## src/logic/lin_uart_pkg.sv

```systemverilog
package lin_uart_pkg;
	// ----------------------------------------
	// Register map, byte addresses
	// ----------------------------------------
	localparam logic [7:0] OFS_DATA = 8'h00;
	localparam logic [7:0] OFS_STATUS = 8'h04;
	localparam logic [7:0] OFS_CTRL = 8'h08;
	localparam logic [7:0] OFS_BAUD = 8'h0C;
	localparam logic [1:0] RESP_OKAY = 2'h0;
	localparam logic [1:0] RESP_SLVERR = 2'h2;

	// Control register fields
	localparam int CB_LIN = 0;
	localparam int CB_TEN = 1;
	localparam int CB_REN = 2;
	localparam int CB_SBK = 3;
	localparam int CB_BLEN = 4;
	localparam int CB_BIE = 5;
	localparam int CB_RIE = 6;
	localparam int CB_HIE = 7;
	localparam int CB_FOLLOW = 8;
	localparam int CB_MUTE = 9;
	localparam int CB_PARITY_CHECK_ENABLE = 10;
	localparam int CB_PIE = 11;
	localparam logic [11:0] CTRL_RESET = 12'h000;
	localparam logic [15:0] BAUD_RESET = 16'h000A;

	// Status register fields; write one clears the W1C set
	localparam int ST_RECEIVE_FULL_FLAG = 0;
	localparam int ST_FE = 1;
	localparam int ST_TC = 2;
	localparam int ST_TXE = 3;
	localparam int ST_BDF = 4;
	localparam int ST_HDF = 5;
	localparam int ST_PE = 6;
	localparam int ST_OVR = 7;
	localparam logic [7:0] ST_W1C = 8'hF2;

	// ----------------------------------------
	// Bit timing and framing
	// ----------------------------------------
	localparam logic [3:0] SAMP_FIRST = 4'h7;
	localparam logic [3:0] SAMP_MID = 4'h8;
	localparam logic [3:0] SAMP_LAST = 4'h9;
	localparam logic [3:0] PHASE_END = 4'hF;
	localparam logic [3:0] BRK_TX_LOW = 4'hD;
	localparam logic [3:0] BRK_TX_BITS = 4'hE;
	localparam logic [3:0] CHAR_BITS = 4'hA;
	localparam logic [3:0] STOP_IDX = 4'h9;
	localparam logic [3:0] BRK_SHORT = 4'hA;
	localparam logic [3:0] BRK_LONG = 4'hB;
	localparam logic [7:0] SYNCH_BYTE = 8'h55;
	localparam logic [1:0] HDR_NONE = 2'h0;
	localparam logic [1:0] HDR_SYNCH = 2'h1;
	localparam logic [1:0] HDR_ID = 2'h2;

	typedef enum logic [2:0] {TX_IDLE = 3'b001, TX_BREAK = 3'b010, TX_CHAR = 3'b100} tx_state_t;
	typedef enum logic [1:0] {RX_RUN = 2'b01, RX_HALT = 2'b10} rx_state_t;
	typedef enum logic [1:0] {BK_COUNT = 2'b01, BK_DELIM = 2'b10} bk_state_t;
	typedef enum logic [1:0] {SM_IDLE = 2'b01, SM_RUN = 2'b10} sm_state_t;
endpackage

```

## src/logic/bit_sampler.sv

```systemverilog
`timescale 1ns/1ps
module bit_sampler (
	input wire logic aclk,
	input wire logic aresetn,
	input wire logic tick,
	input wire logic rx,
	input wire logic enable,
	input wire logic restart,
	output logic bit_stb,
	output logic bit_val
);
	lin_uart_pkg::sm_state_t state_q, state_d;
	logic [3:0] ph_q, ph_d;
	logic first_q, first_d, s_a_q, s_a_d, s_b_q, s_b_d, stb_q, stb_d, val_q, val_d;
	logic maj;

	// ----------------------------------------
	// Start search and 3-sample majority
	// ----------------------------------------
	assign maj = (s_a_q & s_b_q) | (s_a_q & rx) | (s_b_q & rx);

	// Phase counter keeps running so later bits share the start phase
	always_comb
	begin
		state_d = state_q;
		ph_d = ph_q;
		first_d = first_q;
		s_a_d = s_a_q;
		s_b_d = s_b_q;
		stb_d = 1'b0;
		val_d = val_q;
		if (!enable || restart)
			state_d = lin_uart_pkg::SM_IDLE;
		else
			unique case (state_q)
				lin_uart_pkg::SM_IDLE:
					if (tick && !rx)
					begin
						state_d = lin_uart_pkg::SM_RUN;
						ph_d = 4'h1; // Detecting tick is sample one of the bit
						first_d = 1'b1;
					end
				lin_uart_pkg::SM_RUN:
					if (tick)
					begin
						ph_d = ph_q + 4'h1;
						if (ph_q == lin_uart_pkg::SAMP_FIRST)
							s_a_d = rx;
						if (ph_q == lin_uart_pkg::SAMP_MID)
							s_b_d = rx;
						if (ph_q == lin_uart_pkg::SAMP_LAST)
						begin
							// A high start bit was a glitch, go back to hunting
							if (first_q && maj)
								state_d = lin_uart_pkg::SM_IDLE;
							else
							begin
								stb_d = 1'b1;
								val_d = maj;
								first_d = 1'b0;
							end
						end
					end
			endcase
	end

	always_ff @(posedge aclk)
	begin
		if (!aresetn)
		begin
			state_q <= lin_uart_pkg::SM_IDLE;
			ph_q <= 4'h0;
			first_q <= 1'b0;
			s_a_q <= 1'b1;
			s_b_q <= 1'b1;
			stb_q <= 1'b0;
			val_q <= 1'b1;
		end
		else
		begin
			state_q <= state_d;
			ph_q <= ph_d;
			first_q <= first_d;
			s_a_q <= s_a_d;
			s_b_q <= s_b_d;
			stb_q <= stb_d;
			val_q <= val_d;
		end
	end

	assign bit_stb = stb_q;
	assign bit_val = val_q;

	sample_point_a: assert property (@(posedge aclk) disable iff (!aresetn)
		bit_stb |-> ($past(ph_q) == lin_uart_pkg::SAMP_LAST) && $past(tick) &&
			(bit_val == (($past(s_a_q) & $past(s_b_q)) | ($past(s_a_q) & $past(rx)) |
			($past(s_b_q) & $past(rx)))))
		else $error("bit value not taken from samples 8 to 10");
endmodule

```

## src/logic/lin_uart.sv

```systemverilog
`timescale 1ns/1ps
module lin_uart (
	input wire logic aclk,
	input wire logic aresetn,
	input wire logic [7:0] awaddr,
	input wire logic awvalid,
	output logic awready,
	input wire logic [31:0] wdata,
	input wire logic [3:0] wstrb,
	input wire logic wvalid,
	output logic wready,
	output logic [1:0] bresp,
	output logic bvalid,
	input wire logic bready,
	input wire logic [7:0] araddr,
	input wire logic arvalid,
	output logic arready,
	output logic [31:0] rdata,
	output logic [1:0] rresp,
	output logic rvalid,
	input wire logic rready,
	input wire logic rxd,
	output logic txd,
	output logic irq
);
	logic aw_q, aw_d, w_q, w_d, bvalid_q, bvalid_d, rvalid_q, rvalid_d;
	logic [7:0] awaddr_q, awaddr_d;
	logic [31:0] wdata_q, wdata_d, rdata_q, rdata_d, wmask, rd_mux;
	logic [3:0] wstrb_q, wstrb_d;
	logic [1:0] bresp_q, bresp_d, rresp_q, rresp_d;
	logic [11:0] ctrl_q, ctrl_d;
	logic [15:0] baud_q, baud_d, bcnt_q, bcnt_d;
	logic wr_do, rd_do, wr_data_pulse, rd_data_pulse, tick, sbk_done, wake;
	logic [7:0] clr, status;
	logic lin, lin_slave, muted;
	logic [7:0] rx_data_q, rx_data_d;

	// ----------------------------------------
	// AXI4-Lite slave and control registers
	// ----------------------------------------
	assign lin = ctrl_q[lin_uart_pkg::CB_LIN];
	assign lin_slave = lin && ctrl_q[lin_uart_pkg::CB_FOLLOW];
	assign muted = lin_slave && ctrl_q[lin_uart_pkg::CB_MUTE];
	assign awready = !aw_q && !bvalid_q;
	assign wready = !w_q && !bvalid_q;
	assign arready = !rvalid_q;
	assign wr_do = aw_q && w_q && !bvalid_q;
	assign rd_do = arvalid && !rvalid_q;
	assign wmask = {{8{wstrb_q[3]}}, {8{wstrb_q[2]}}, {8{wstrb_q[1]}}, {8{wstrb_q[0]}}};
	assign wr_data_pulse = wr_do && awaddr_q == lin_uart_pkg::OFS_DATA && wstrb_q[0];
	assign rd_data_pulse = rd_do && araddr == lin_uart_pkg::OFS_DATA;
	assign clr = (wr_do && awaddr_q == lin_uart_pkg::OFS_STATUS) ?
		(wdata_q[7:0] & wmask[7:0] & lin_uart_pkg::ST_W1C) : 8'h00;
	assign tick = bcnt_q == 16'h0000;

	// Read mux; unmapped words read zero with an error answer
	always_comb
	begin
		unique case (araddr)
			lin_uart_pkg::OFS_DATA: rd_mux = {24'h000000, rx_data_q};
			lin_uart_pkg::OFS_STATUS: rd_mux = {24'h000000, status};
			lin_uart_pkg::OFS_CTRL: rd_mux = {20'h00000, ctrl_q};
			lin_uart_pkg::OFS_BAUD: rd_mux = {16'h0000, baud_q};
			default: rd_mux = 32'h00000000;
		endcase
	end

	// Address and data may arrive in either order; write once both are held
	always_comb
	begin
		aw_d = aw_q;
		awaddr_d = awaddr_q;
		w_d = w_q;
		wdata_d = wdata_q;
		wstrb_d = wstrb_q;
		bvalid_d = bvalid_q && !bready;
		bresp_d = bresp_q;
		rvalid_d = rvalid_q && !rready;
		rdata_d = rdata_q;
		rresp_d = rresp_q;
		ctrl_d = ctrl_q;
		baud_d = baud_q;
		bcnt_d = tick ? baud_q : bcnt_q - 16'h0001;
		if (sbk_done)
			ctrl_d[lin_uart_pkg::CB_SBK] = 1'b0;
		if (wake)
			ctrl_d[lin_uart_pkg::CB_MUTE] = 1'b0;
		if (awvalid && awready)
		begin
			aw_d = 1'b1;
			awaddr_d = awaddr;
		end
		if (wvalid && wready)
		begin
			w_d = 1'b1;
			wdata_d = wdata;
			wstrb_d = wstrb;
		end
		if (wr_do)
		begin
			aw_d = 1'b0;
			w_d = 1'b0;
			bvalid_d = 1'b1;
			bresp_d = (awaddr_q[7:4] == 4'h0 && awaddr_q[1:0] == 2'h0) ?
				lin_uart_pkg::RESP_OKAY : lin_uart_pkg::RESP_SLVERR;
			if (awaddr_q == lin_uart_pkg::OFS_CTRL)
				ctrl_d = (ctrl_d & ~wmask[11:0]) | (wdata_q[11:0] & wmask[11:0]);
			if (awaddr_q == lin_uart_pkg::OFS_BAUD)
				baud_d = (baud_q & ~wmask[15:0]) | (wdata_q[15:0] & wmask[15:0]);
		end
		if (rd_do)
		begin
			rvalid_d = 1'b1;
			rdata_d = rd_mux;
			rresp_d = (araddr[7:4] == 4'h0 && araddr[1:0] == 2'h0) ?
				lin_uart_pkg::RESP_OKAY : lin_uart_pkg::RESP_SLVERR;
		end
	end

	always_ff @(posedge aclk)
	begin
		if (!aresetn)
		begin
			aw_q <= 1'b0;
			awaddr_q <= 8'h00;
			w_q <= 1'b0;
			wdata_q <= 32'h00000000;
			wstrb_q <= 4'h0;
			bvalid_q <= 1'b0;
			bresp_q <= lin_uart_pkg::RESP_OKAY;
			rvalid_q <= 1'b0;
			rdata_q <= 32'h00000000;
			rresp_q <= lin_uart_pkg::RESP_OKAY;
			ctrl_q <= lin_uart_pkg::CTRL_RESET;
			baud_q <= lin_uart_pkg::BAUD_RESET;
			bcnt_q <= lin_uart_pkg::BAUD_RESET;
		end
		else
		begin
			aw_q <= aw_d;
			awaddr_q <= awaddr_d;
			w_q <= w_d;
			wdata_q <= wdata_d;
			wstrb_q <= wstrb_d;
			bvalid_q <= bvalid_d;
			bresp_q <= bresp_d;
			rvalid_q <= rvalid_d;
			rdata_q <= rdata_d;
			rresp_q <= rresp_d;
			ctrl_q <= ctrl_d;
			baud_q <= baud_d;
			bcnt_q <= bcnt_d;
		end
	end

	assign bvalid = bvalid_q;
	assign bresp = bresp_q;
	assign rvalid = rvalid_q;
	assign rdata = rdata_q;
	assign rresp = rresp_q;

	// ----------------------------------------
	// Transmitter: break and characters
	// ----------------------------------------
	lin_uart_pkg::tx_state_t tx_state_q, tx_state_d;
	logic [13:0] tx_sh_q, tx_sh_d;
	logic [3:0] tx_left_q, tx_left_d, tx_ph_q, tx_ph_d, brk_lows_q, brk_lows_d;
	logic [7:0] hold_q, hold_d;
	logic hold_full_q, hold_full_d, tc_q, tc_d, txd_q, txd_d, tx_bit_end;

	assign tx_bit_end = tick && tx_ph_q == lin_uart_pkg::PHASE_END;

	// Break wins over a pending byte, so the synch byte waits behind it
	always_comb
	begin
		tx_state_d = tx_state_q;
		tx_sh_d = tx_sh_q;
		tx_left_d = tx_left_q;
		tx_ph_d = tx_ph_q;
		hold_d = hold_q;
		hold_full_d = hold_full_q;
		tc_d = tc_q;
		sbk_done = 1'b0;
		brk_lows_d = brk_lows_q;
		unique case (tx_state_q)
			lin_uart_pkg::TX_IDLE:
				if (ctrl_q[lin_uart_pkg::CB_TEN])
				begin
					tx_ph_d = 4'h0;
					if (ctrl_q[lin_uart_pkg::CB_SBK])
					begin
						tx_state_d = lin_uart_pkg::TX_BREAK;
						tx_sh_d = {1'b1, 13'h0000};
						tx_left_d = lin_uart_pkg::BRK_TX_BITS;
						brk_lows_d = 4'h0;
					end
					else if (hold_full_q)
					begin
						tx_state_d = lin_uart_pkg::TX_CHAR;
						tx_sh_d = {4'hF, 1'b1, hold_q, 1'b0};
						tx_left_d = lin_uart_pkg::CHAR_BITS;
						hold_full_d = 1'b0;
					end
				end
			lin_uart_pkg::TX_BREAK, lin_uart_pkg::TX_CHAR:
			begin
				if (tick)
					tx_ph_d = tx_ph_q + 4'h1;
				if (tx_bit_end && tx_state_q == lin_uart_pkg::TX_BREAK && !txd_q)
					brk_lows_d = brk_lows_q + 4'h1;
				if (tx_bit_end)
				begin
					tx_sh_d = {1'b1, tx_sh_q[13:1]};
					tx_left_d = tx_left_q - 4'h1;
					if (tx_left_q == 4'h1)
					begin
						tx_state_d = lin_uart_pkg::TX_IDLE;
						sbk_done = tx_state_q == lin_uart_pkg::TX_BREAK;
						tc_d = !hold_full_q;
					end
				end
			end
		endcase
		if (wr_data_pulse)
		begin
			hold_d = wdata_q[7:0];
			hold_full_d = 1'b1;
			tc_d = 1'b0;
		end
		txd_d = (tx_state_d == lin_uart_pkg::TX_IDLE) ? 1'b1 : tx_sh_d[0];
	end

	always_ff @(posedge aclk)
	begin
		if (!aresetn)
		begin
			tx_state_q <= lin_uart_pkg::TX_IDLE;
			tx_sh_q <= 14'h3FFF;
			tx_left_q <= 4'h0;
			tx_ph_q <= 4'h0;
			hold_q <= 8'h00;
			hold_full_q <= 1'b0;
			tc_q <= 1'b1;
			txd_q <= 1'b1;
			brk_lows_q <= 4'h0;
		end
		else
		begin
			tx_state_q <= tx_state_d;
			tx_sh_q <= tx_sh_d;
			tx_left_q <= tx_left_d;
			tx_ph_q <= tx_ph_d;
			hold_q <= hold_d;
			hold_full_q <= hold_full_d;
			tc_q <= tc_d;
			txd_q <= txd_d;
			brk_lows_q <= brk_lows_d;
		end
	end

	assign txd = txd_q;

	// ----------------------------------------
	// Break detector, its own sampler
	// ----------------------------------------
	lin_uart_pkg::bk_state_t bk_state_q, bk_state_d;
	logic [3:0] zcnt_q, zcnt_d, need;
	logic b_stb, b_val, bk_found, bk_cancel;

	// Separate sampler so a break is seen even mid-character
	bit_sampler u_brk_sampler (
		.aclk(aclk),
		.aresetn(aresetn),
		.tick(tick),
		.rx(rxd),
		.enable(ctrl_q[lin_uart_pkg::CB_REN]),
		.restart(bk_found || bk_cancel),
		.bit_stb(b_stb),
		.bit_val(b_val)
	);

	assign need = ctrl_q[lin_uart_pkg::CB_BLEN] ? lin_uart_pkg::BRK_LONG : lin_uart_pkg::BRK_SHORT;

	always_comb
	begin
		bk_state_d = bk_state_q;
		zcnt_d = zcnt_q;
		bk_found = 1'b0;
		bk_cancel = 1'b0;
		if (b_stb)
			unique case (bk_state_q)
				lin_uart_pkg::BK_COUNT:
					if (b_val)
					begin
						bk_cancel = 1'b1;
						zcnt_d = 4'h0;
					end
					else if (zcnt_q + 4'h1 == need)
					begin
						bk_state_d = lin_uart_pkg::BK_DELIM;
						zcnt_d = 4'h0;
					end
					else
						zcnt_d = zcnt_q + 4'h1;
				lin_uart_pkg::BK_DELIM:
					if (b_val)
					begin
						bk_found = 1'b1;
						bk_state_d = lin_uart_pkg::BK_COUNT;
					end
			endcase
		if (!ctrl_q[lin_uart_pkg::CB_REN])
		begin
			bk_state_d = lin_uart_pkg::BK_COUNT;
			zcnt_d = 4'h0;
		end
	end

	always_ff @(posedge aclk)
	begin
		if (!aresetn)
		begin
			bk_state_q <= lin_uart_pkg::BK_COUNT;
			zcnt_q <= 4'h0;
		end
		else
		begin
			bk_state_q <= bk_state_d;
			zcnt_q <= zcnt_d;
		end
	end

	// ----------------------------------------
	// Data receiver and header tracking
	// ----------------------------------------
	lin_uart_pkg::rx_state_t rx_state_q, rx_state_d;
	logic [3:0] rx_idx_q, rx_idx_d;
	logic [7:0] rx_sh_q, rx_sh_d;
	logic [1:0] hdr_ph_q, hdr_ph_d;
	logic receive_full_flag_q, receive_full_flag_d, fe_q, fe_d, ovr_q, ovr_d, bdf_q, bdf_d, hdf_q, hdf_d, pe_q, pe_d;
	logic d_stb, d_val, char_done, id_done;

	bit_sampler u_rx_sampler (
		.aclk(aclk),
		.aresetn(aresetn),
		.tick(tick),
		.rx(rxd),
		.enable(ctrl_q[lin_uart_pkg::CB_REN] && rx_state_q == lin_uart_pkg::RX_RUN),
		.restart(char_done || (bk_found && lin)),
		.bit_stb(d_stb),
		.bit_val(d_val)
	);

	assign char_done = d_stb && rx_idx_q == lin_uart_pkg::STOP_IDX;

	// Identifier check: low parity bit and inverted high parity bit
	function automatic logic parity_ok(input logic [7:0] id);
		parity_ok = (id[6] == (id[0] ^ id[1] ^ id[2] ^ id[4])) &&
			(id[7] == !(id[1] ^ id[3] ^ id[4] ^ id[5]));
	endfunction

	// Clears are applied first so a same-cycle event still sets its flag
	always_comb
	begin
		rx_state_d = rx_state_q;
		rx_idx_d = rx_idx_q;
		rx_sh_d = rx_sh_q;
		rx_data_d = rx_data_q;
		hdr_ph_d = hdr_ph_q;
		receive_full_flag_d = receive_full_flag_q && !rd_data_pulse;
		fe_d = fe_q && !clr[lin_uart_pkg::ST_FE];
		ovr_d = ovr_q && !clr[lin_uart_pkg::ST_OVR];
		bdf_d = bdf_q && !clr[lin_uart_pkg::ST_BDF];
		hdf_d = hdf_q && !clr[lin_uart_pkg::ST_HDF];
		pe_d = pe_q && !clr[lin_uart_pkg::ST_PE];
		id_done = 1'b0;
		wake = 1'b0;
		if (d_stb)
		begin
			rx_idx_d = char_done ? 4'h0 : rx_idx_q + 4'h1;
			if (rx_idx_q != 4'h0 && !char_done)
				rx_sh_d = {d_val, rx_sh_q[7:1]};
		end
		if (char_done)
		begin
			if (!muted)
			begin
				rx_data_d = rx_sh_q;
				ovr_d = ovr_d || (receive_full_flag_q && !rd_data_pulse);
				receive_full_flag_d = 1'b1;
				fe_d = fe_d || !d_val;
			end
			if (lin && !d_val)
				rx_state_d = lin_uart_pkg::RX_HALT;
			if (hdr_ph_q == lin_uart_pkg::HDR_SYNCH)
				hdr_ph_d = (d_val && rx_sh_q == lin_uart_pkg::SYNCH_BYTE) ?
					lin_uart_pkg::HDR_ID : lin_uart_pkg::HDR_NONE;
			if (hdr_ph_q == lin_uart_pkg::HDR_ID)
			begin
				hdr_ph_d = lin_uart_pkg::HDR_NONE;
				if (d_val)
				begin
					id_done = 1'b1;
					hdf_d = 1'b1;
					rx_data_d = rx_sh_q;
					pe_d = pe_d || (ctrl_q[lin_uart_pkg::CB_PARITY_CHECK_ENABLE] && !parity_ok(rx_sh_q));
					wake = muted;
				end
			end
		end
		if (bk_cancel || bk_found)
			rx_state_d = lin_uart_pkg::RX_RUN;
		if (bk_found && lin)
		begin
			bdf_d = 1'b1;
			rx_idx_d = 4'h0; // Fresh framing, a misaligned char would eat the synch
			if (lin_slave)
				hdr_ph_d = lin_uart_pkg::HDR_SYNCH;
		end
		if (!lin)
		begin
			rx_state_d = lin_uart_pkg::RX_RUN;
			hdr_ph_d = lin_uart_pkg::HDR_NONE;
		end
	end

	always_ff @(posedge aclk)
	begin
		if (!aresetn)
		begin
			rx_state_q <= lin_uart_pkg::RX_RUN;
			rx_idx_q <= 4'h0;
			rx_sh_q <= 8'h00;
			rx_data_q <= 8'h00;
			hdr_ph_q <= lin_uart_pkg::HDR_NONE;
			receive_full_flag_q <= 1'b0;
			fe_q <= 1'b0;
			ovr_q <= 1'b0;
			bdf_q <= 1'b0;
			hdf_q <= 1'b0;
			pe_q <= 1'b0;
		end
		else
		begin
			rx_state_q <= rx_state_d;
			rx_idx_q <= rx_idx_d;
			rx_sh_q <= rx_sh_d;
			rx_data_q <= rx_data_d;
			hdr_ph_q <= hdr_ph_d;
			receive_full_flag_q <= receive_full_flag_d;
			fe_q <= fe_d;
			ovr_q <= ovr_d;
			bdf_q <= bdf_d;
			hdf_q <= hdf_d;
			pe_q <= pe_d;
		end
	end

	assign status = {ovr_q, pe_q, hdf_q, bdf_q, !hold_full_q, tc_q, fe_q, receive_full_flag_q};
	// Single request line, each source gated by its enable
	assign irq = (bdf_q && ctrl_q[lin_uart_pkg::CB_BIE]) || (hdf_q && ctrl_q[lin_uart_pkg::CB_HIE]) ||
		(pe_q && ctrl_q[lin_uart_pkg::CB_PIE]) || (receive_full_flag_q && ctrl_q[lin_uart_pkg::CB_RIE]);

	// ----------------------------------------
	// Checks
	// ----------------------------------------
	brk_tx_len_a: assert property (@(posedge aclk) disable iff (!aresetn)
		(tx_state_q == lin_uart_pkg::TX_BREAK && $rose(txd_q)) |-> brk_lows_q == lin_uart_pkg::BRK_TX_LOW)
		else $error("break low phase not thirteen bits");
	brk_flag_cause_a: assert property (@(posedge aclk) disable iff (!aresetn)
		$rose(bdf_q) |-> $past(bk_found) && $past(lin) && $past(bk_state_q) == lin_uart_pkg::BK_DELIM)
		else $error("break flag without delimiter");
	brk_len_a: assert property (@(posedge aclk) disable iff (!aresetn)
		(bk_state_q == lin_uart_pkg::BK_COUNT && b_stb && !b_val && zcnt_q == need - 4'h1 &&
		ctrl_q[lin_uart_pkg::CB_REN]) |=> bk_state_q == lin_uart_pkg::BK_DELIM)
		else $error("break length not reached on count");
	brk_cancel_a: assert property (@(posedge aclk) disable iff (!aresetn)
		(bk_state_q == lin_uart_pkg::BK_COUNT && b_stb && b_val) |=>
			zcnt_q == 4'h0 && bk_state_q == lin_uart_pkg::BK_COUNT && !b_stb)
		else $error("high bit did not cancel break search");
	rx_halt_a: assert property (@(posedge aclk) disable iff (!aresetn)
		(rx_state_q == lin_uart_pkg::RX_HALT && lin && !bk_cancel && !bk_found) |=>
			rx_state_q == lin_uart_pkg::RX_HALT && !d_stb)
		else $error("receiver left halt without break result");
	brk_irq_a: assert property (@(posedge aclk) disable iff (!aresetn)
		(bdf_q && ctrl_q[lin_uart_pkg::CB_BIE]) |-> irq)
		else $error("break interrupt missing");
	hdr_flag_a: assert property (@(posedge aclk) disable iff (!aresetn)
		$rose(hdf_q) |-> $past(lin_slave) && $past(hdr_ph_q) == lin_uart_pkg::HDR_ID &&
			rx_data_q == $past(rx_sh_q))
		else $error("header flag without identifier");
	pe_with_hdr_a: assert property (@(posedge aclk) disable iff (!aresetn)
		$rose(pe_q) |-> hdf_q && $past(id_done) && $past(ctrl_q[lin_uart_pkg::CB_PARITY_CHECK_ENABLE]))
		else $error("parity flag apart from header flag");
	mute_quiet_a: assert property (@(posedge aclk) disable iff (!aresetn)
		(char_done && muted && !receive_full_flag_q && !fe_q) |=> !receive_full_flag_q && !fe_q)
		else $error("muted receiver delivered a character");
endmodule

```

## config.mk

```make
export PLATFORM = sky130hd
export DESIGN_NAME = lin_uart
export DESIGN_NICKNAME = d
export VERILOG_FILES = /design/src/logic/lin_uart_pkg.sv /design/src/logic/bit_sampler.sv /design/src/logic/lin_uart.sv
export SDC_FILE = /design/constraint.sdc
export NUM_CORES = 1
export LEC_CHECK = 0
export ABC_AREA = 1
export BUFFER_PORTS_ARGS = -buffer_cell sky130_fd_sc_hd__buf_2
export CELL_PAD_IN_SITES_DETAIL_PLACEMENT = 0
export CELL_PAD_IN_SITES_GLOBAL_PLACEMENT = 2
export CORE_AREA = 2 2 175 177
export DETAILED_ROUTE_END_ITERATION = 8
export DIE_AREA = 0 0 177 179
export GPL_TIMING_DRIVEN = 0
export PLACE_DENSITY_LB_ADDON = 0.1
export SLEW_MARGIN = 20
export SYNTH_ARGS = -nofsm -noshare
export SYNTH_HDL_FRONTEND = slang
export SYNTH_HIERARCHICAL = 1
export SYNTH_SLANG_ARGS = --single-unit
```

## constraint.sdc

```tcl
create_clock -name aclk -period 1.75 [get_ports aclk]
set_input_delay 0 -clock aclk [delete_from_list [all_inputs] [get_ports aclk]]
set_output_delay 0 -clock aclk [all_outputs]
set_load 0.01 [all_outputs]
```

**Word level (Yosys, flattened, before mapping)**

Index checks and enable logic that the tools add are counted.
W data, S select, Z words.

- Register bits: 204
- Bits of input ports: 60
- Output and inout bits: 43

- $add $sub $neg: 7
- Eq/ne operators: 50
- Mux-type cells: 104
- Bitwise operators: 36
- Reductions and logical operators: 115

Operators by type and width:

| kind | count |
|---|---|
| $pmux W16 S4 | 1 |
| $mux W14 | 4 |
| $mux W4 | 12 |
| $mux W1 | 46 |
| $logic_and A1 B1 Y1 | 39 |
| $mux W2 | 18 |
| $and A16 B16 Y16 | 2 |
| $eq A8 B4 Y1 const B | 4 |
| $mux W8 | 4 |
| $pmux W4 S2 | 4 |
| $pmux W14 S2 | 1 |
| $reduce_and A4 Y1 | 7 |
| $and A12 B12 Y12 | 2 |
| $eq A4 B4 Y1 const B | 6 |
| $add A4 B1 Y4 const B | 5 |
| $logic_not A1 Y1 | 20 |
| $mux W10 | 2 |
| $ne A2 B2 Y1 const B | 10 |
| $reduce_and A5 Y1 | 4 |
| $eq A8 B3 Y1 const B | 2 |
| $logic_not A16 Y1 | 1 |
| $logic_not A8 Y1 | 2 |
| $mux W16 | 1 |
| $not A16 Y16 | 1 |
| 36 further kinds | 114 |

**Depth between registers and ports, before layout**

Gate-level depths: netlist (run 1).

- Depth after elaboration: 12
- Depth in mapped cells: 14

**By module**

The synthesis (run 1) kept the hierarchy.

By module, submodules not included:

| module | times used | cells each | area an instance (um^2) | seq. area each (um^2) |
|---|---|---|---|---|
| lin_uart | 1 | 1038 | 7462.2 | 3283.1 |
| bit_sampler | 2 | 86 | 680.7 | 220.2 |

**Worst setup path before layout (run 1)**

Ideal clock, no wire load.

- Kind: reg-to-reg
- From: register bcnt_q[0]
- To: register u_brk_sampler.ph_q[1]
- Arrival: 1.697 ns
- Required time: 1.638 ns
- Slack: -0.059 ns
- Cell stages (with the launch flop): 14
- Buffers on the path: 0
- Clock period less this slack: 1.809 ns
- Path through: dfxtp_1 -> inv_1 -> ha_1 -> nand2_2 -> nor2_1 -> nand2_1 -> inv_1 -> inv_2 -> nor2_4 -> nor2_4 -> nor2_4 -> nand2_4 -> o21ai_2 -> nor2_2

- Word-level cells in the longest chain between the ends: 4
- Elaborated cells on any way between the ends: 5

Ends and longest elaborated chain:

| element | line | RTL |
|---|---|---|
| start, declared | lin_uart.sv:32 | `logic [15:0] baud_q, baud_d, bcnt_q, bcnt_d;` |
| start signal, assigned | lin_uart.sv:136 | `bcnt_q <= lin_uart_pkg::BAUD_RESET;` |
| start signal, assigned | lin_uart.sv:152 | `bcnt_q <= bcnt_d;` |
| $logic_not A16 Y1 (*) | lin_uart.sv:54 | `assign tick = bcnt_q == 16'h0000;` |
| net tick | lin_uart.sv:33 | `logic wr_do, rd_do, wr_data_pulse, rd_data_pulse, tick, sbk_done, wake;` |
| $logic_and A1 B1 Y1 | bit_sampler.sv:37 | `if (tick && !rx)` |
| $ne A2 B1 Y1 (no source line) | -- |  |
| $reduce_and A3 Y1 (no source line) (*) | -- |  |
| end signal, assigned | bit_sampler.sv:82 | `ph_q <= ph_d;` |
| end, declared | bit_sampler.sv:13 | `logic [3:0] ph_q, ph_d;` |

The timed path passes the listed nets; every way through them passes the cells marked *.
A chain may end at the register's enable or synchronous reset.

==> results of run 1 <==
power by group:
group	leakage, nW	internal, W	total [W]	switching, W
clock network	0.286	0.00222	0.00397	0.00175
registers	1.51	0.00438	0.00454	0.000164
logic	2.84	0.000490	0.00127	0.000783
per-layer routing:
metal | global-route usage [%] | share of wire, % | up-vias
li1 | - | - | 4224
met1 | 24.2 | 48 | 3821
met2 | 32.1 | 49 | 102
met3 | 2.50 | 2.1 | 14
met4 | 4.58 | 1.1 | 0
met5 | 0 | 0 | -
worst reg2reg max path: cells and delay by family (launching register included):
kind | cells | cell delay (ps)
flip-flops | 1 | 330
buffers and inverters | 3 | 430
AND/OR/NAND/NOR | 5 | 840
through the flow:
stage / hold WS [ps] / std cells / cell area [um2]
6_report: 23.0 / 1773 / 11000
5_1_grt: 50.1 / 1773 / 11000
4_1_cts: 15.1 / 1766 / 10800
3_5_place_dp: 188 / 1689 / 9710
3_3_place_gp: 184 / 1689 / 9710
2_1_floorplan: 84.1 / 1227 / 8890
final cells by class:
cell class                 instances  area [um2]  area share, %
clock buffer                      21         470           4.27
tap                              396         495           4.50
inverter                         130         503           4.57
clock inverter                    10         116           1.06
timing repair buffer             120         826           7.50
sequential                       186        3740           34.0
multi-input combinational        854        4510           41.0
buffer                            56         340           3.09
final timing paths:
kind,start,cells after the start,to
max,bvalid,8,register
min,araddr[4],6,rdata[15]
max reg2reg,bvalid,8,register
min reg2reg,bcnt_q[0],1,bcnt_q[0]
cell families after synthesis:
group	synth area share, %
xor+xnor	1.89
compound gates	15.0
other cells	0.0425
buf+inv	9.37
fa+ha+maj	2.13
simple gates	29.3
flops	42.2
placed cells by master, fill, tap and decap left out, types with 20 or more instances in the layout:
cell type	synthesis	routed
nand2_1	221	213
dfxtp_1	186	173
nor2_1	143	134
nand3_1	120	117
inv_1	117	111
a21oi_1	106	106
o21ai_0	97	96
buf_2	10	75
buf_4	19	37
dlygate4sd3_1	0	36
nor2_4	13	20
timing repair:
action	CTS	global route
hold buffers	36	0
endpoints found under the hold margin	42	0
pin swaps	9	20
gates resized for setup	23	49
gates cloned	0	0
setup buffers	10	8
endpoints found under the setup margin	30	63
==> results.yml, run 1 <==
global_route:
  antenna_found_initial: 0
  grt_max_degree: 17
  overflow: 0
  grt_usage_pct: 18.5
  grt_pass1_wl_um: 44400
  grt_pass1_vias: 7792
timing:
  worst_pin_slew_ps: 803
  setup_viol: 0
  clock_skew_ps: 11.9
  hold_viol_final: 0
  setup_ws_ps: 23.9
  fin_crit_sh_pct: 98.6
  max_freq_mhz: 579
  slew_headroom_pct: 46.5
  rsz0062_at_grt: "true"
  drv_slew: 0
  fin_crit_ps: 1730
  setup_tns_ps: 0
floorplan:
  die_area_um2: 31700
  initial_core_util_pct: 29.4
  die_w_um: 177
  pin_count: 103
  coreArea_um2: 30000
  die_h_um: 179
  num_rows: 64
detailed_routing:
  dr.pass1.iters: 5
  postRouteWirelength_um: 28600
  via_count: 8161
  wire_per_inst_um: 16.1
  drtIter0Drc: 381
  via_per_inst: 4.60
  drtAntennaViolNets: 0
  route.detailed.drc: 0
final_layout:
  diodes: 0
  fill_cells: 3260
  final_util_pct: 36.7
  final_nets: 1440
  drive_gt1_share_pct: 19.2
  area_delta_synth_final_pct: 24.7
power:
  ir_drop_mv: 0.500
  power_w: 0.00979
  p_leak_nw: 4.64
  power.density_nw_per_um2: 889
critical_path:
  cp.arrival_ps: 2030
  r2r_setup_slack_ps: 20
  max_stage_delay_ps: 420
  critPathSlowestCell: "nor2_2"
  crit_required_ps: 2060
  crit_path_end_kind: "register"
  crit_path_max_fanout: 10
  critPathBufInv: 3
  cp-start-kind: "register"
  path_cells: "inv_1 -> nand3_1 -> inv_2 -> nand2_1 -> nor2_2 -> inv_2 -> nand2_1 -> nand3_1"
  critPathTopFamily: "simple AND/OR/NAND/NOR gates"
  setup.worst_path.class: "register to register"
status:
  status: "complete, no violations"
synthesis:
  ys_seq_elements: 186
  synth_top_area_cell: "dfxtp_1"
  syn_area_um2: 8820
  synthTopCellsByCount: "nand2_1, dfxtp_1, nor2_1"
  yosysUniqueCellTypes: 46
  avgSynthCellArea_um2: 7.29
  yosysMostFrequentCell: "nand2_1"
  synth_top_area_share_pct: 42.2
  synth_ff_type: "dfxtp_1"
  syn_inst: 1210
  yosys-top-cells-area: "dfxtp_1, nand2_1, nand3_1, nor2_1, a21oi_1"
  ys_seq_area_share_pct: 42.2
  ys.warnings.count: 6
  async_reset_ff_share_pct: 0
  synth_edf_count: 0
cts:
  path_clk_slew_ps: 80
  cts_tree: "done"
  cts.sinks: 186
  cts_max_level: 4
  clkLatencyLatePin_ps: 440
  cts-root-buf: "clkbuf_16"
  cts_inserted_buffers: 17
  ctsLongestPathBuffers: 2
hold_path:
  hold_class: "input port to register"
place:
  gp_congestion: 0.768
  dp.final_hpwl_um: 21400
  port_buffers: 66
  place_ws_ps: -449
job:
  maxCapViolations: 0
No activity file was read; power rests on OpenSTA's default activity.
==> run 2: changes to the inputs <==
Settings changed: CORE_AREA 2 2 175 177 to 2 2 160 162, DIE_AREA 0 0 177 179 to 0 0 162 164.
Clock period 1.75 ns to 2 ns, I/O delays scaled along.
==> run 2 against run 1 <==
Net effect:
- highest routed layer unchanged
- flip-flop and latch count is the same
- combinational power shrank 22%
- the flow now finishes with violations (negative hold slack)
- power shrank 13%
- sequential share of layout area grew 1.0 points
- setup slack gained 100 ps
- fmax shrank 7.8%
- core utilization grew 6.2 points
- non-clock buffer count shrank 15
- clock skew shrank 0.80 ps
==> results.yml, run 2 (same netlist as run 1, synthesis figures left out) <==
hold_path:
  hold_path_end: "u_rx_sampler/s_b_q"
  min_delay_path_depth: 2
  hold_class: "input port to register"
  min_from: "aresetn"
critical_path:
  ff2ff_path_depth: 13
  crit_required_ps: 2340
  r2r_setup_slack_ps: 130
  cp.arrival_ps: 2210
  cp-start-kind: "register"
  crit_path_max_fanout: 5
  setup.worst_path.class: "register to register"
  crit_path_end_kind: "register"
  rr_endpoint: "u_brk_sampler/ph_q[1]"
  reg2reg_from: "bcnt_q[0]"
floorplan:
  pin_count: 103
  num_rows: 58
  initial_core_util_pct: 35.6
  die_h_um: 164
  coreArea_um2: 24800
  die_w_um: 162
  die_area_um2: 26600
power:
  ir_drop_mv: 0.395
  power.density_nw_per_um2: 797
  power_w: 0.00849
  p_leak_nw: 4.55
detailed_routing:
  wire_per_inst_um: 15.7
  postRouteWirelength_um: 26600
  dr.pass1.iters: 6
  via_count: 8076
  drtAntennaViolNets: 0
  route.detailed.drc: 0
  drtIter0Drc: 419
  via_per_inst: 4.77
timing:
  fin_crit_sh_pct: 93.6
  setup_viol: 0
  clock_skew_ps: 11.1
  drv_slew: 0
  worst_pin_slew_ps: 879
  hold_viol_final: 10
  fin_crit_ps: 1870
  slew_headroom_pct: 41.4
  max_freq_mhz: 534
  setup_tns_ps: 0
  whs_ps: -107
cts:
  cts_max_level: 4
  clkLatencyLatePin_ps: 440
  cts_inserted_buffers: 17
  hold_buffers: 31
  cts.sinks: 186
  ctsLongestPathBuffers: 2
  cts-root-buf: "clkbuf_16"
  path_clk_slew_ps: 80
  cts_tree: "done"
global_route:
  grt_pass1_wl_um: 41700
  overflow: 0
  antenna_found_initial: 0
  grt_pass1_vias: 7481
  grt_usage_pct: 20.4
  grt_max_degree: 17
status:
  status: "complete, but fails checks"
  failed_checks: "negative hold slack"
final_layout:
  final_nets: 1425
  layout.cells.most_common_list: "nand2_1, dfxtp_1, nor2_1, nand3_1, inv_1"
  drive_gt1_share_pct: 16.1
  fill_cells: 2719
  layout_commonest_cell: "nand2_1"
  diodes: 0
  area_delta_synth_final_pct: 20.6
place:
  gp_congestion: 0.839
  port_buffers: 66
  dp.final_hpwl_um: 19900
job:
  maxCapViolations: 0
==> run 2: cell types whose count changed in the layout (fill, tap and decap cells not counted), moves of 5 or more <==
| cell | change |
|---|---|
| nand2_2 | -5 |
| nor2_4 | -7 |
| buf_4 | -11 |
| nand2_1 | +6 |
| dlygate4sd3_1 | -5 |
| nor2_1 | +5 |
| dfxtp_2 | -12 |
| dfxtp_1 | +12 |
==> run 2: cell type report <==
type                    count  area [um2]  share of cell area, %
plain buffers              57         339                   3.19
well taps                 330         413                   3.88
repair buffers            104         693                   6.51
multi-input cells         854        4370                   41.1
inverters                 130         492                   4.62
clock inverters            11         136                   1.28
flip-flops and latches    186        3720                   35.0
clock buffers              21         470                   4.42
==> run 2: timing repair <==
item                                   4_1_cts  5_1_grt
setup endpoints to repair                   22       22
pin swaps                                    2        3
gates resized for setup                      5        9
endpoints found under the hold margin       41       10
buffers inserted                             3        5
gates cloned                                 0        0
==> run 2: worst max-delay path by stage <==
stage	slack [ps]	end	from	cells after the start
6_report	130	u_brk_sampler/ph_q[1]	bcnt_q[0]	13
5_1_grt	-6	u_brk_sampler/ph_q[1]	bcnt_q[0]	13
4_1_cts	-7	u_brk_sampler/ph_q[1]	bcnt_q[0]	14
3_5_place_dp	-300	u_rx_sampler/bit_val	bcnt_q[0]	11
3_3_place_gp	-320	u_rx_sampler/bit_val	bcnt_q[0]	11
2_1_floorplan	190	u_brk_sampler/ph_q[1]	bcnt_q[0]	13
==> run 2: power by group <==
part	switching, W	internal [W]	leakage [nW]
clock	0.00158	0.00197	0.296
sequential	0.000124	0.00382	1.51
combinational	0.000612	0.000377	2.74
total	0.00232	0.00617	4.55
==> run 2: routing by layer <==
metal  track usage, %  part of all wire [%]
met1             28.6                    50
met2             33.4                    47
met3             2.90                   2.8
met4             4.06                  0.60
met5                0                     0
==> run 2: per-stage QoR <==
| stage | worst slack [ps] | utilization [%] | instances | area, um2 |
|---|---|---|---|---|
| detailed placement | -304 | 38.8 | 1623 | 9630 |
| floorplan | 191 | - | 1227 | 8890 |
| global placement | -319 | 38.8 | 1623 | 9630 |
| finish | 128 | 42.9 | 1693 | 10600 |
| CTS | -7.44 | 42.6 | 1689 | 10600 |
| global route | -6.06 | 42.9 | 1693 | 10600 |
==> run 2: critical path: stages, from the launching register on <==
cell and delay, ps:
dfxtp_1 330, inv_2 80, ha_4 160, nand2_4 80, nor2_2 120, nand2_2 90
clkinvlp_4 160, inv_2 80, nor2_4 110, nor2_4 60, nor3_4 260, nand2_2 100
nand2_1 90, nor2_2 40
